File: src/enc_speed_pkg.sv
package enc_speed_pkg;

   // ----------------------------------------------------------------
   // Timing
   // ----------------------------------------------------------------
   localparam int SYS_CLK_MHZ = 125;
   localparam int CALC_PERIOD_US = 900;
   localparam int CALC_PERIOD_CYC = CALC_PERIOD_US * SYS_CLK_MHZ;
   localparam int TIMER_PRESCALE = 4;
   localparam logic [1:0] PRESCALE_LAST = 2'(TIMER_PRESCALE - 1);
   localparam logic [15:0] INTERVAL_LIMIT = 16'h7FFF;
   localparam int ENC_PPR = 1024;
   localparam int EDGES_PER_PULSE = 4;
   localparam int MAX_SPEED_RPM = 6000;
   localparam int SETTLE_US = 500000;
   localparam int SETTLE_CYC = SETTLE_US * SYS_CLK_MHZ;

   // ----------------------------------------------------------------
   // Speed result: clamps at 16'h7FFF; SCALE_K makes one count about MAX_SPEED_RPM.
   // ----------------------------------------------------------------
   localparam logic [15:0] SPEED_FULL = 16'h7FFF;

   typedef struct packed {
      logic [15:0] pulseDelta;
      logic [15:0] timeDelta;
      logic [15:0] speed;
   } speed_result_t;

   typedef struct packed {
      logic phaseA;
      logic phaseB;
      logic index;
   } enc_pins_t;

endpackage

File: src/encoder_speed_measurement.sv
`timescale 1ns/10ps

// Function
// [RULE1] Per calculation period obtain pulse count and exact time spanning those pulses.
// [RULE2] A pulse counter and an interval timer clocked at system clock over four.
// [RULE3] Both counters are captured together on a Phase A edge.
// [RULE4] A time base fires speed processing every 900 microseconds.
// [RULE5] Each trigger takes differences from previous values, saves new ones, re-arms.
// [RULE6] Only the first Phase A edge after re-arm captures; then capture disarms.
// [RULE7] Speed is scaled so full scale equals 6000 rpm; the code scales one count to about 6000 rpm and clamps at 16'h7FFF.
// [RULE8] The interval timer accumulates under 0x7FFF per calculation period.
// [RULE9] Sized for 1024 pulses per revolution, four edges each.
// [RULE10] Alignment zeroes position, drives d current, settles, zeroes count, drops current.
// [RULE11] Alignment runs once, on the first stop-to-run transition after reset.
// [RULE12] Position counts every edge up or down, cleared by the index pulse.
// [RULE13] Position wraps at plus or minus four times pulses per revolution minus one.
// [RULE14] No capture in a period gives zero pulse difference and no division.
module encoder_speed_measurement
   import enc_speed_pkg::*;
#(
   parameter int PPR = ENC_PPR,
   parameter int PERIOD_CYCLES = CALC_PERIOD_CYC,
   parameter int SETTLE_CYCLES = SETTLE_CYC,
   parameter logic [15:0] ALIGN_CURRENT = 16'h1000
) (
   // Clock and reset
   input wire logic sys_clk,
   input wire logic rstn,
   // Encoder
   input wire enc_pins_t enc,
   // Run/stop switch, high for run
   input wire logic runSwitch,
   // Results
   output speed_result_t result,
   output logic resultValid,
   output logic signed [15:0] rotorPosition,
   output logic signed [15:0] idRequest,
   output logic aligning
);

   localparam int POS_MAX = EDGES_PER_PULSE * PPR - 1;
   localparam logic [31:0] SCALE_K =
      32'((SYS_CLK_MHZ * 1000000 / TIMER_PRESCALE) * 60 / EDGES_PER_PULSE / PPR / MAX_SPEED_RPM);

   typedef enum logic [3:0] {
      A_IDLE = 4'b0001,
      A_DRIVE = 4'b0010,
      A_DONE = 4'b0100,
      A_RUN = 4'b1000
   } align_t;

   // ----------------------------------------------------------------
   // Quadrature decode
   // ----------------------------------------------------------------
   logic prevA, prevB, prevIdx, prevRun;
   logic edgeA, edgeB, countUp, countEvent, indexRise;
   always_ff @(posedge sys_clk or negedge rstn) begin
      if (!rstn) begin
         prevA <= 1'b0;
         prevB <= 1'b0;
         prevIdx <= 1'b0;
         prevRun <= 1'b0;
      end else begin
         prevA <= enc.phaseA;
         prevB <= enc.phaseB;
         prevIdx <= enc.index;
         prevRun <= runSwitch;
      end
   end
   assign edgeA = enc.phaseA ^ prevA;
   assign edgeB = enc.phaseB ^ prevB;
   assign countEvent = edgeA ^ edgeB; // RULE12
   // A leads B in forward rotation: A changed to differ from B, or B changed to equal A.
   assign countUp = edgeA ? (enc.phaseA != enc.phaseB) : (enc.phaseA == enc.phaseB);
   assign indexRise = enc.index & ~prevIdx;

   // ----------------------------------------------------------------
   // Alignment sequence
   // ----------------------------------------------------------------
   align_t state;
   logic [31:0] settleCnt;
   always_ff @(posedge sys_clk or negedge rstn) begin
      if (!rstn) begin
         state <= A_IDLE;
         settleCnt <= '0;
         idRequest <= '0;
         aligning <= 1'b0;
      end else begin
         unique case (state)
            A_IDLE: begin
               if (runSwitch && !prevRun) begin // RULE11
                  state <= A_DRIVE;
                  idRequest <= ALIGN_CURRENT; // RULE10
                  aligning <= 1'b1;
                  settleCnt <= '0;
               end
            end
            A_DRIVE: begin
               settleCnt <= settleCnt + 32'd1;
               if (settleCnt == 32'(SETTLE_CYCLES - 1)) begin
                  state <= A_DONE;
               end
            end
            A_DONE: begin
               idRequest <= '0; // RULE10
               aligning <= 1'b0;
               state <= A_RUN;
            end
            A_RUN: begin
            end
         endcase
      end
   end

   // ----------------------------------------------------------------
   // Rotor position counter
   // ----------------------------------------------------------------
   always_ff @(posedge sys_clk or negedge rstn) begin
      if (!rstn) begin
         rotorPosition <= '0;
      end else if (aligning || indexRise) begin
         // Held at zero while aligning, so the encoder is zero once the rotor settles.
         rotorPosition <= '0; // RULE10 RULE12
      end else if (countEvent) begin
         if (countUp) begin
            rotorPosition <= (rotorPosition == 16'(POS_MAX)) ? '0 : rotorPosition + 16'sd1; // RULE13
         end else begin
            rotorPosition <= (rotorPosition == -16'(POS_MAX)) ? '0 : rotorPosition - 16'sd1; // RULE13
         end
      end
   end

   // ----------------------------------------------------------------
   // Pulse counter, interval timer, time base
   // ----------------------------------------------------------------
   logic [15:0] pulseCount, intervalCount;
   logic [1:0] prescale;
   logic [31:0] baseCnt;
   logic tick;
   always_ff @(posedge sys_clk or negedge rstn) begin
      if (!rstn) begin
         pulseCount <= '0;
      end else if (countEvent) begin
         pulseCount <= pulseCount + 16'd1; // RULE2 RULE9
      end
   end
   always_ff @(posedge sys_clk or negedge rstn) begin
      if (!rstn) begin
         prescale <= '0;
         intervalCount <= '0;
      end else begin
         prescale <= prescale + 2'd1;
         if (prescale == PRESCALE_LAST) begin
            intervalCount <= intervalCount + 16'd1; // RULE2 RULE8
         end
      end
   end
   always_ff @(posedge sys_clk or negedge rstn) begin
      if (!rstn) begin
         baseCnt <= '0;
         tick <= 1'b0;
      end else begin
         tick <= (baseCnt == 32'(PERIOD_CYCLES - 1)); // RULE4
         baseCnt <= (baseCnt == 32'(PERIOD_CYCLES - 1)) ? '0 : baseCnt + 32'd1;
      end
   end

   // ----------------------------------------------------------------
   // One-shot capture
   // ----------------------------------------------------------------
   logic armed, captured;
   logic [15:0] capPulse, capTime, prevPulse, prevTime;
   always_ff @(posedge sys_clk or negedge rstn) begin
      if (!rstn) begin
         armed <= 1'b0;
         captured <= 1'b0;
         capPulse <= '0;
         capTime <= '0;
      end else if (tick) begin
         armed <= 1'b1; // RULE5
         captured <= 1'b0;
      end else if (armed && edgeA) begin
         capPulse <= pulseCount; // RULE3
         capTime <= intervalCount; // RULE3
         armed <= 1'b0; // RULE6
         captured <= 1'b1;
      end
   end

   // ----------------------------------------------------------------
   // Speed processing: differences, then a serial divide
   // ----------------------------------------------------------------
   logic [15:0] dPulse, dTime;
   logic [47:0] num, rem;
   logic [15:0] quot;
   logic [5:0] bitIdx;
   logic dividing;
   logic divDone;
   assign dPulse = captured ? capPulse - prevPulse : 16'h0000; // RULE14
   assign dTime = captured ? capTime - prevTime : 16'h0000;
   always_ff @(posedge sys_clk or negedge rstn) begin
      if (!rstn) begin
         prevPulse <= '0;
         prevTime <= '0;
         result <= '0;
         resultValid <= 1'b0;
         num <= '0;
         rem <= '0;
         quot <= '0;
         bitIdx <= '0;
         dividing <= 1'b0;
         divDone <= 1'b0;
      end else begin
         resultValid <= 1'b0;
         if (tick) begin
            result.pulseDelta <= dPulse; // RULE1 RULE5
            result.timeDelta <= dTime;
            if (captured) begin
               prevPulse <= capPulse; // RULE5
               prevTime <= capTime;
            end
            if (dTime == 16'h0000) begin
               result.speed <= '0; // RULE14
               resultValid <= 1'b1;
            end else begin
               // Division takes 17 cycles, so PERIOD_CYCLES must stay well above that.
               num <= {16'h0000, dPulse} * SCALE_K; // RULE7
               rem <= {32'h0, dTime};
               quot <= '0;
               bitIdx <= 6'd16;
               dividing <= 1'b1;
            end
         end else if (dividing) begin
            if (num >= (rem << (bitIdx - 6'd1))) begin
               num <= num - (rem << (bitIdx - 6'd1));
               quot <= quot | 16'(1 << (bitIdx - 6'd1));
            end
            bitIdx <= bitIdx - 6'd1;
            if (bitIdx == 6'd1) begin
               dividing <= 1'b0;
               divDone <= 1'b1;
            end
         end else if (divDone) begin
            // Speed moves only with its valid pulse, here or in the dTime zero branch, so a zero period keeps its zero.
            // Saturate at full scale: quotients above SPEED_FULL clamp to 16'h7FFF.
            result.speed <= (quot > SPEED_FULL) ? SPEED_FULL : quot; // RULE7
            resultValid <= 1'b1;
            divDone <= 1'b0;
         end
      end
   end
endmodule

File: config.mk
export PLATFORM = sky130hd
export DESIGN_NAME = encoder_speed_measurement
export DESIGN_NICKNAME = d
export VERILOG_FILES = /design/src/enc_speed_pkg.sv /design/src/encoder_speed_measurement.sv
export SDC_FILE = /design/constraint.sdc
export NUM_CORES = 1
export LEC_CHECK = 0
export BUFFER_PORTS_ARGS = -buffer_cell sky130_fd_sc_hd__clkbuf_2
export CELL_PAD_IN_SITES_DETAIL_PLACEMENT = 1
export CELL_PAD_IN_SITES_GLOBAL_PLACEMENT = 2
export CORE_ASPECT_RATIO = 1.4
export CORE_MARGIN = 2
export CORE_UTILIZATION = 37
export CTS_BUF_LIST = sky130_fd_sc_hd__clkbuf_2
export DETAILED_ROUTE_END_ITERATION = 8
export PLACE_DENSITY_LB_ADDON = 0.1
export SYNTH_ARGS = -nofsm -noshare
export SYNTH_HDL_FRONTEND = slang
export SYNTH_SLANG_ARGS = --single-unit
File: constraint.sdc
create_clock -name sys_clk -period 4.5 [get_ports sys_clk]
set_input_delay 0.9 -clock sys_clk [delete_from_list [all_inputs] [get_ports sys_clk]]
set_output_delay 0.9 -clock sys_clk [all_outputs]
set_load 0.05 [all_outputs]
==> results of run 1 <==
-- metrics by stage --
stage / std cells / hold slack, ns / util
global route: 3738 / 0.301 / 0.500
finish: 3738 / 0.370 / 0.500
detailed placement: 3486 / 0.426 / 0.441
global placement: 3486 / 0.413 / 0.441
floorplan: 2396 / 0.401 / -
CTS: 3699 / 0.279 / 0.481
-- worst paths after layout --
check	cells after the start	endpoint	from	slack [ns]
worst max-delay path	21	num[42]	bitIdx[0]	-0.20
worst min-delay path	2	result[3]	rstn	0.37
worst max register to register	21	num[42]	bitIdx[0]	-0.20
worst min register to register	1	prescale[0]	prescale[0]	0.44
max in group asynchronous	3	state[2]	rstn	2.90
min in group sys_clk	1	prescale[0]	prescale[0]	0.44
-- registers in the layout, summed over array words and instances (netlist names), 2 cells and up --
name	count
baseCnt	32
bitIdx	6
capPulse	16
capTime	16
intervalCount	16
num	48
prescale	2
prevPulse	16
prevTime	16
pulseCount	16
quot	16
rem	16
result	48
rotorPosition	16
settleCnt	32
state	4
-- power by group through the flow --
stage | Clock, W | Sequential, W | Combinational [W]
global route | 0.00239 | 0.00323 | 0.00399
CTS | 0.00226 | 0.00320 | 0.00339
floorplan | 0 | 0.00336 | 0.00171
finish | 0.00213 | 0.00321 | 0.00359
detailed placement | 0 | 0.00326 | 0.00305
global placement | 0 | 0.00326 | 0.00294
-- cell usage after synthesis (35+ instances only) --
cell type	instances	share of area
sky130_fd_sc_hd__nand3_1	74	0.017
sky130_fd_sc_hd__nand4_1	44	0.013
sky130_fd_sc_hd__xor2_1	55	0.023
sky130_fd_sc_hd__nor2_1	212	0.037
sky130_fd_sc_hd__mux2_2	82	0.043
sky130_fd_sc_hd__nand2_1	285	0.050
sky130_fd_sc_hd__xnor2_1	92	0.038
sky130_fd_sc_hd__dfrtp_1	326	0.38
sky130_fd_sc_hd__clkbuf_1	76	0.013
sky130_fd_sc_hd__o21ai_0	190	0.045
sky130_fd_sc_hd__nor3_1	52	0.012
sky130_fd_sc_hd__a21oi_1	114	0.027
sky130_fd_sc_hd__and3_1	35	0.010
sky130_fd_sc_hd__inv_1	155	0.027
sky130_fd_sc_hd__ha_1	122	0.072
-- per-layer routing --
metal,global-route usage,up-vias,share of wire
li1,-,9545,-
met1,0.253,10000,0.38
met2,0.461,304,0.55
met3,0.0378,168,0.032
met4,0.112,0,0.045
met5,0,-,0
-- area by class of cell --
class	instances	area [µm²]
well taps	742	928
clock buffers	125	626
repair buffers	549	4360
multi-input cells	1806	13700
clock inverters	27	134
fillers	6640	28600
diodes	5	12.5
inverters	157	589
flip-flops and latches	327	8190
-- logic make-up (layout without fill, tap and decap cells) --
family,count (synthesis),in the layout,share of synthesized area
flip-flops,327,327,0.385
buffers and inverters,263,858,0.0506
adder cells (fa/ha/maj),137,137,0.0859
AND/OR/NAND/NOR,822,822,0.179
multiplexers,119,119,0.0680
other,1,20,0.000176
AO/OA/AOI/OAI,566,566,0.171
XOR/XNOR,147,147,0.0606
-- worst max-delay path, stage by stage (launching register included) --
cell                       delay, ns
sky130_fd_sc_hd__dfrtp_1        0.43
sky130_fd_sc_hd__inv_2          0.07
sky130_fd_sc_hd__ha_4           0.34
sky130_fd_sc_hd__mux4_2         0.38
sky130_fd_sc_hd__o21ai_0        0.32
sky130_fd_sc_hd__nand2_1        0.17
sky130_fd_sc_hd__o31ai_4        0.12
sky130_fd_sc_hd__buf_4          0.19
sky130_fd_sc_hd__a22oi_2        0.10
sky130_fd_sc_hd__buf_4          0.17
sky130_fd_sc_hd__ha_4           0.30
sky130_fd_sc_hd__nand4_1        0.22
sky130_fd_sc_hd__nor4_4         0.21
sky130_fd_sc_hd__buf_4          0.16
sky130_fd_sc_hd__nand2_2        0.04
sky130_fd_sc_hd__o2111a_2       0.28
sky130_fd_sc_hd__nor3_4         0.20
sky130_fd_sc_hd__nand2_4        0.19
sky130_fd_sc_hd__buf_12         0.21
sky130_fd_sc_hd__buf_16         0.15
sky130_fd_sc_hd__buf_6          0.13
sky130_fd_sc_hd__a22o_1         0.21
-- repair_timing --
| action | 4_1_cts | 5_1_grt |
|---|---|---|
| hold buffers | 5 | 0 |
| buffers inserted | 54 | 36 |
| cloned | 5 | 3 |
| hold endpoints to repair | 88 | 0 |
| resized for setup | 217 | 164 |
| setup endpoints to repair | 64 | 63 |
| pin swaps | 67 | 73 |
==> impl_metrics.xml, run 1 <==
<?xml version="1.0" encoding="UTF-8"?>
<metrics>
  <group name="synthesis">
    <metric name="postSynthAreaPerCell" unit="µm²">8.93</metric>
    <metric name="ys_types" unit="">81</metric>
    <metric name="netlist_area" unit="µm²">21300</metric>
    <metric name="syn_inst" unit="">2382</metric>
    <metric name="synth_sequential_area_ratio" unit="">0.385</metric>
    <metric name="ys_warn_count" unit="">0</metric>
    <metric name="edff_count_synth" unit="">0</metric>
    <metric name="postSynth.asyncResetShare" unit="">1.00</metric>
    <metric name="flip_flop_and_latch_count_after_synthesis" unit="">327</metric>
    <metric name="synth_top_flop_cell" unit="">sky130_fd_sc_hd__dfrtp_1</metric>
  </group>
  <group name="global_routing">
    <metric name="grt_pass1_vias" unit="">22100</metric>
    <metric name="track_usage" unit="">0.241</metric>
    <metric name="grt_overflow" unit="">0</metric>
    <metric name="initial_antenna_violation_count" unit="">3</metric>
    <metric name="grt_pass1_wl" unit="µm">115000</metric>
    <metric name="largest_net_degree_at_the_start_of_global_routing" unit="">96</metric>
  </group>
  <group name="clock_network">
    <metric name="cts_tree" unit="">built</metric>
    <metric name="cts_max_level" unit="">3</metric>
    <metric name="clkLatencyLatePin" unit="ns">1.18</metric>
    <metric name="cts_inserted_buffers" unit="">89</metric>
    <metric name="clock-sinks" unit="">327</metric>
    <metric name="cts_clock_pin_slew_for_the_worst_setup_and_hold_paths" unit="ns">0.10</metric>
    <metric name="cts_root_buffer" unit="">sky130_fd_sc_hd__clkbuf_2</metric>
    <metric name="max_root_sink_buffers" unit="">3</metric>
  </group>
  <group name="floorplan">
    <metric name="fp-row-count" unit="">104</metric>
    <metric name="full_die_area" unit="µm²">59400</metric>
    <metric name="dieWidth" unit="µm">207</metric>
    <metric name="initial_utilization" unit="">0.372</metric>
    <metric name="ioPinCount" unit="">88</metric>
    <metric name="die_height" unit="µm">288</metric>
    <metric name="core-area" unit="µm²">57100</metric>
  </group>
  <group name="finish">
    <metric name="finalNetCount" unit="">3073</metric>
    <metric name="final_common_cell" unit="">sky130_fd_sc_hd__buf_4</metric>
    <metric name="layout-area-overhead-vs-synth" unit="%">34.3</metric>
    <metric name="layout_common_cells" unit="">424 x sky130_fd_sc_hd__buf_4, 325 x sky130_fd_sc_hd__dfrtp_1, 263 x sky130_fd_sc_hd__nand2_1</metric>
    <metric name="post_route_cells_drive_above_1_share" unit="">0.348</metric>
    <metric name="final_area" unit="µm²">28500</metric>
  </group>
  <group name="sta">
    <metric name="hold_violations" unit="">0</metric>
    <metric name="timing.final.crit_share" unit="">1.05</metric>
    <metric name="post_layout_worst_setup_margin" unit="ns">-0.204</metric>
    <metric name="setup_violations" unit="">54</metric>
    <metric name="timing.max_slew.rel_slack" unit="">0.391</metric>
    <metric name="setup_repair_after_global_routing_missed_its_margin" unit="">true</metric>
    <metric name="timing.clock.skew" unit="ns">0.172</metric>
    <metric name="min_period" unit="ns">4.70</metric>
    <metric name="max_clock_freq" unit="MHz">213</metric>
    <metric name="final.setup.tns" unit="ns">-5.06</metric>
    <metric name="worstMarginPinSlew" unit="ns">0.913</metric>
    <metric name="max_transition_viols_final" unit="">0</metric>
  </group>
  <group name="pwr">
    <metric name="vdd_ir_drop_max" unit="V">0.000346</metric>
    <metric name="share_seq_of_total_power" unit="">0.359</metric>
    <metric name="p_clk_frac" unit="">0.239</metric>
    <metric name="finalPower" unit="W">0.00892</metric>
    <metric name="power_per_cell_area" unit="nW/µm²">313</metric>
    <metric name="pwr-share-comb" unit="">0.402</metric>
    <metric name="cellInternalPower" unit="W">0.00554</metric>
    <metric name="total_switching_power" unit="W">0.00338</metric>
    <metric name="sw_frac_of_total" unit="">0.379</metric>
    <metric name="total_leakage_power" unit="nW">13.9</metric>
  </group>
  <group name="critical_path">
    <metric name="worstSetupStartpointType" unit="">flop</metric>
    <metric name="worst-endpoint-required" unit="ns">5.52</metric>
    <metric name="crit_path_end_kind" unit="">flop</metric>
    <metric name="worstSetupPathType" unit="">reg2reg</metric>
    <metric name="crit_fanout" unit="">8</metric>
    <metric name="data_arrival_critical_path" unit="ns">5.72</metric>
  </group>
  <group name="routing">
    <metric name="drt-initial-drc-count" unit="">902</metric>
    <metric name="ant_nets" unit="">0</metric>
    <metric name="routed_via_density" unit="">5.36</metric>
    <metric name="remaining_drc_errors" unit="">0</metric>
    <metric name="wire_per_inst" unit="µm">19.2</metric>
    <metric name="drt_pass1_iterations" unit="">5</metric>
    <metric name="routed_wl" unit="µm">71800</metric>
    <metric name="detailroute.via_count" unit="">20000</metric>
  </group>
  <group name="min_path">
    <metric name="holdCritPathClass" unit="">in2async</metric>
  </group>
  <group name="placed_design">
    <metric name="final_hpwl_dp" unit="µm">51500</metric>
    <metric name="port-buffer-count" unit="">72</metric>
    <metric name="gpl.final_weighted_congestion" unit="">0.909</metric>
    <metric name="dp_slack" unit="ns">-0.663</metric>
    <metric name="placement.cell_area" unit="µm²">25200</metric>
  </group>
  <group name="run">
    <metric name="max_cap_viol_count" unit="">0</metric>
  </group>
  <group name="outcome">
    <metric name="violations_in_the_final_reports" unit="">setup timing</metric>
    <metric name="status" unit="">complete, but fails checks</metric>
  </group>
</metrics>
Power figures use the tool's default switching activity.
==> run 2: changes to the inputs <==
- RECOVER_POWER: default -> 50
==> run 2 against run 1 <==
Against the previous run:
- the run ends with capacitance limit, slew limit, setup timing left
- clock skew shrank 0.00096 ns
- power fell by 0.11%
- maximum frequency up 0.58%
- sequential share of layout area up 0.058 points
- critical path type unchanged
- highest routed layer unchanged
==> impl_metrics.xml, run 2 (synthesized netlist as in run 1, its figures left out) <==
<?xml version="1.0" encoding="UTF-8"?>
<metrics>
  <group name="outcome">
    <metric name="status" unit="">complete, but fails checks</metric>
    <metric name="violations_in_the_final_reports" unit="">capacitance limit, slew limit, setup timing</metric>
  </group>
  <group name="floorplan">
    <metric name="ioPinCount" unit="">88</metric>
    <metric name="full_die_area" unit="µm²">59400</metric>
    <metric name="initial_utilization" unit="">0.372</metric>
    <metric name="core-area" unit="µm²">57100</metric>
    <metric name="dieWidth" unit="µm">207</metric>
    <metric name="die_height" unit="µm">288</metric>
    <metric name="fp-row-count" unit="">104</metric>
  </group>
  <group name="clock_network">
    <metric name="cts_root_buffer" unit="">sky130_fd_sc_hd__clkbuf_2</metric>
    <metric name="cts_tree" unit="">built</metric>
    <metric name="max_root_sink_buffers" unit="">3</metric>
    <metric name="clkLatencyLatePin" unit="ns">1.19</metric>
    <metric name="cts_inserted_buffers" unit="">89</metric>
    <metric name="clock-sinks" unit="">327</metric>
    <metric name="cts_max_level" unit="">3</metric>
    <metric name="cts_clock_pin_slew_for_the_worst_setup_and_hold_paths" unit="ns">0.10</metric>
  </group>
  <group name="sta">
    <metric name="post_layout_worst_setup_margin" unit="ns">-0.177</metric>
    <metric name="setup_repair_after_global_routing_missed_its_margin" unit="">true</metric>
    <metric name="min_period" unit="ns">4.68</metric>
    <metric name="timing.final.crit_share" unit="">1.04</metric>
    <metric name="timing.max_slew.rel_slack" unit="">-0.544</metric>
    <metric name="hold_violations" unit="">0</metric>
    <metric name="max_transition_viols_final" unit="">158</metric>
    <metric name="timing.clock.skew" unit="ns">0.171</metric>
    <metric name="setup_violations" unit="">53</metric>
    <metric name="worstMarginPinSlew" unit="ns">2.32</metric>
    <metric name="max_clock_freq" unit="MHz">214</metric>
  </group>
  <group name="routing">
    <metric name="drt-initial-drc-count" unit="">853</metric>
    <metric name="remaining_drc_errors" unit="">0</metric>
    <metric name="ant_nets" unit="">0</metric>
    <metric name="wire_per_inst" unit="µm">19.2</metric>
    <metric name="detailroute.via_count" unit="">20000</metric>
    <metric name="routed_wl" unit="µm">71700</metric>
    <metric name="routed_via_density" unit="">5.36</metric>
    <metric name="drt_pass1_iterations" unit="">5</metric>
  </group>
  <group name="finish">
    <metric name="fin_util" unit="">0.499</metric>
    <metric name="post_route_cells_drive_above_1_share" unit="">0.346</metric>
    <metric name="finalNetCount" unit="">3073</metric>
    <metric name="reg_top3" unit="">num (48), result (48)</metric>
    <metric name="fillCellCount" unit="">6641</metric>
    <metric name="layout_common_cells" unit="">420 x sky130_fd_sc_hd__buf_4, 325 x sky130_fd_sc_hd__dfrtp_1, 263 x sky130_fd_sc_hd__nand2_1</metric>
    <metric name="final_common_cell" unit="">sky130_fd_sc_hd__buf_4</metric>
    <metric name="layout-area-overhead-vs-synth" unit="%">34.0</metric>
  </group>
  <group name="global_routing">
    <metric name="grt_pass1_wl" unit="µm">115000</metric>
    <metric name="grt_overflow" unit="">0</metric>
    <metric name="largest_net_degree_at_the_start_of_global_routing" unit="">96</metric>
    <metric name="initial_antenna_violation_count" unit="">3</metric>
    <metric name="track_usage" unit="">0.241</metric>
    <metric name="grt_pass1_vias" unit="">22100</metric>
  </group>
  <group name="min_path">
    <metric name="holdCritPathClass" unit="">reg2reg</metric>
  </group>
  <group name="critical_path">
    <metric name="data_arrival_critical_path" unit="ns">5.70</metric>
    <metric name="worstSetupPathType" unit="">reg2reg</metric>
    <metric name="timing.critical_path.slowest_cell_delay" unit="ns">0.43</metric>
    <metric name="critPathSlowestCell" unit="">sky130_fd_sc_hd__dfrtp_1</metric>
    <metric name="crit_path_cell_trace" unit="">inv_2 -&gt; ha_4 -&gt; mux4_2 -&gt; o21ai_0 -&gt; nand2_1 -&gt; o31ai_4 -&gt; nand2_2 -&gt; ha_4 -&gt; buf_4 -&gt; nand4_1 -&gt; buf_4 -&gt; a211oi_4 -&gt; o31ai_4 -&gt; nand2_1 -&gt; a211oi_2 -&gt; o2111a_2 -&gt; nor3_4 -&gt; nand2_4 -&gt; buf_12 -&gt; buf_16 -&gt; buf_6 -&gt; a22o_1</metric>
    <metric name="worstSetupStartpointType" unit="">flop</metric>
    <metric name="worst-endpoint-required" unit="ns">5.53</metric>
    <metric name="crit_path_end_kind" unit="">flop</metric>
    <metric name="crit_fanout" unit="">8</metric>
  </group>
  <group name="pwr">
    <metric name="vdd_ir_drop_max" unit="V">0.000346</metric>
    <metric name="power_per_cell_area" unit="nW/µm²">313</metric>
    <metric name="total_leakage_power" unit="nW">13.9</metric>
    <metric name="finalPower" unit="W">0.00891</metric>
  </group>
  <group name="placed_design">
    <metric name="dp_slack" unit="ns">-0.663</metric>
    <metric name="port-buffer-count" unit="">72</metric>
    <metric name="gpl.final_weighted_congestion" unit="">0.909</metric>
    <metric name="final_hpwl_dp" unit="µm">51500</metric>
  </group>
  <group name="run">
    <metric name="max_cap_viol_count" unit="">2</metric>
  </group>
</metrics>
[run 2: cell count changes in the layout (fill, tap and decap cells not counted), sizes merged]
cell | previous run | this run
clkbuf | 200 | 207
buf | 469 | 462
diode | 5 | 4
[run 2: through the flow]
stage | hold slack, ns | setup TNS [ns] | cell area, µm² | cells
3_3_place_gp | 0.413 | -27.42 | 25200 | 3486
2_1_floorplan | 0.401 | 0 | 21400 | 2396
5_1_grt | 0.460 | -14.18 | 28500 | 3737
3_5_place_dp | 0.426 | -34.69 | 25200 | 3486
6_report | 0.436 | -3.81 | 28500 | 3737
4_1_cts | 0.279 | -0.727 | 27500 | 3699
[run 2: routing by layer]
metal | vias to the layer above | GRT usage | part of all wire
met5 | - | 0 | 0
met4 | 0 | 0.112 | 0.045
met3 | 163 | 0.0378 | 0.033
met2 | 319 | 0.461 | 0.55
met1 | 10000 | 0.253 | 0.37
li1 | 9542 | - | -
[run 2: final timing paths]
| path | start | end | cells past startpoint | slack [ns] |
|---|---|---|---|---|
| min reg2reg | prescale[0] | prescale[0] | 1 | 0.44 |
| min | prescale[0] | prescale[0] | 1 | 0.44 |
| max in group asynchronous | rstn | num[10] | 3 | 0.60 |
| min in group asynchronous | rstn | result[3] | 2 | 0.95 |
| max reg2reg | bitIdx[0] | num[42] | 22 | -0.18 |
| max | bitIdx[0] | num[42] | 22 | -0.18 |
[run 2: timing repair]
| item | in CTS | in global routing |
|---|---|---|
| gates resized for setup | 217 | 164 |
| hold endpoints to repair | 88 | 0 |
| hold buffers | 5 | 0 |
| setup buffers | 54 | 36 |
| setup endpoints to repair | 64 | 63 |
| pin swaps | 67 | 73 |
| gates cloned | 5 | 3 |
[run 2: layout make-up]
cell class	instances	area, µm²	area share
multi-input combinational	1806	13700	0.481
antenna	4	10.0	0.000351
timing repair buffer	549	4300	0.151
sequential	327	8190	0.287
clock inverter	27	134	0.00470
tap	742	928	0.0326
clock buffer	125	626	0.0220
inverter	157	589	0.0207
[run 2: worst max-delay path, delay by kind of cell (launching register included)]
| kind | cells | cell delay (ns) |
|---|---|---|
| muxes | 1 | 0.38 |
| adders and majority gates | 2 | 0.63 |
| and+or+nand+nor | 6 | 0.93 |
| buffers and inverters | 6 | 0.85 |
| AOI/OAI and AO/OA | 7 | 1.35 |
| DFF | 1 | 0.43 |
[run 2: where the power goes]
part / switching, W / total [W] / internal [W]
Sequential: 0.000171 / 0.00320 / 0.00303
Clock: 0.00137 / 0.00213 / 0.000760
Combinational: 0.00184 / 0.00358 / 0.00174
Total: 0.00338 / 0.00891 / 0.00553
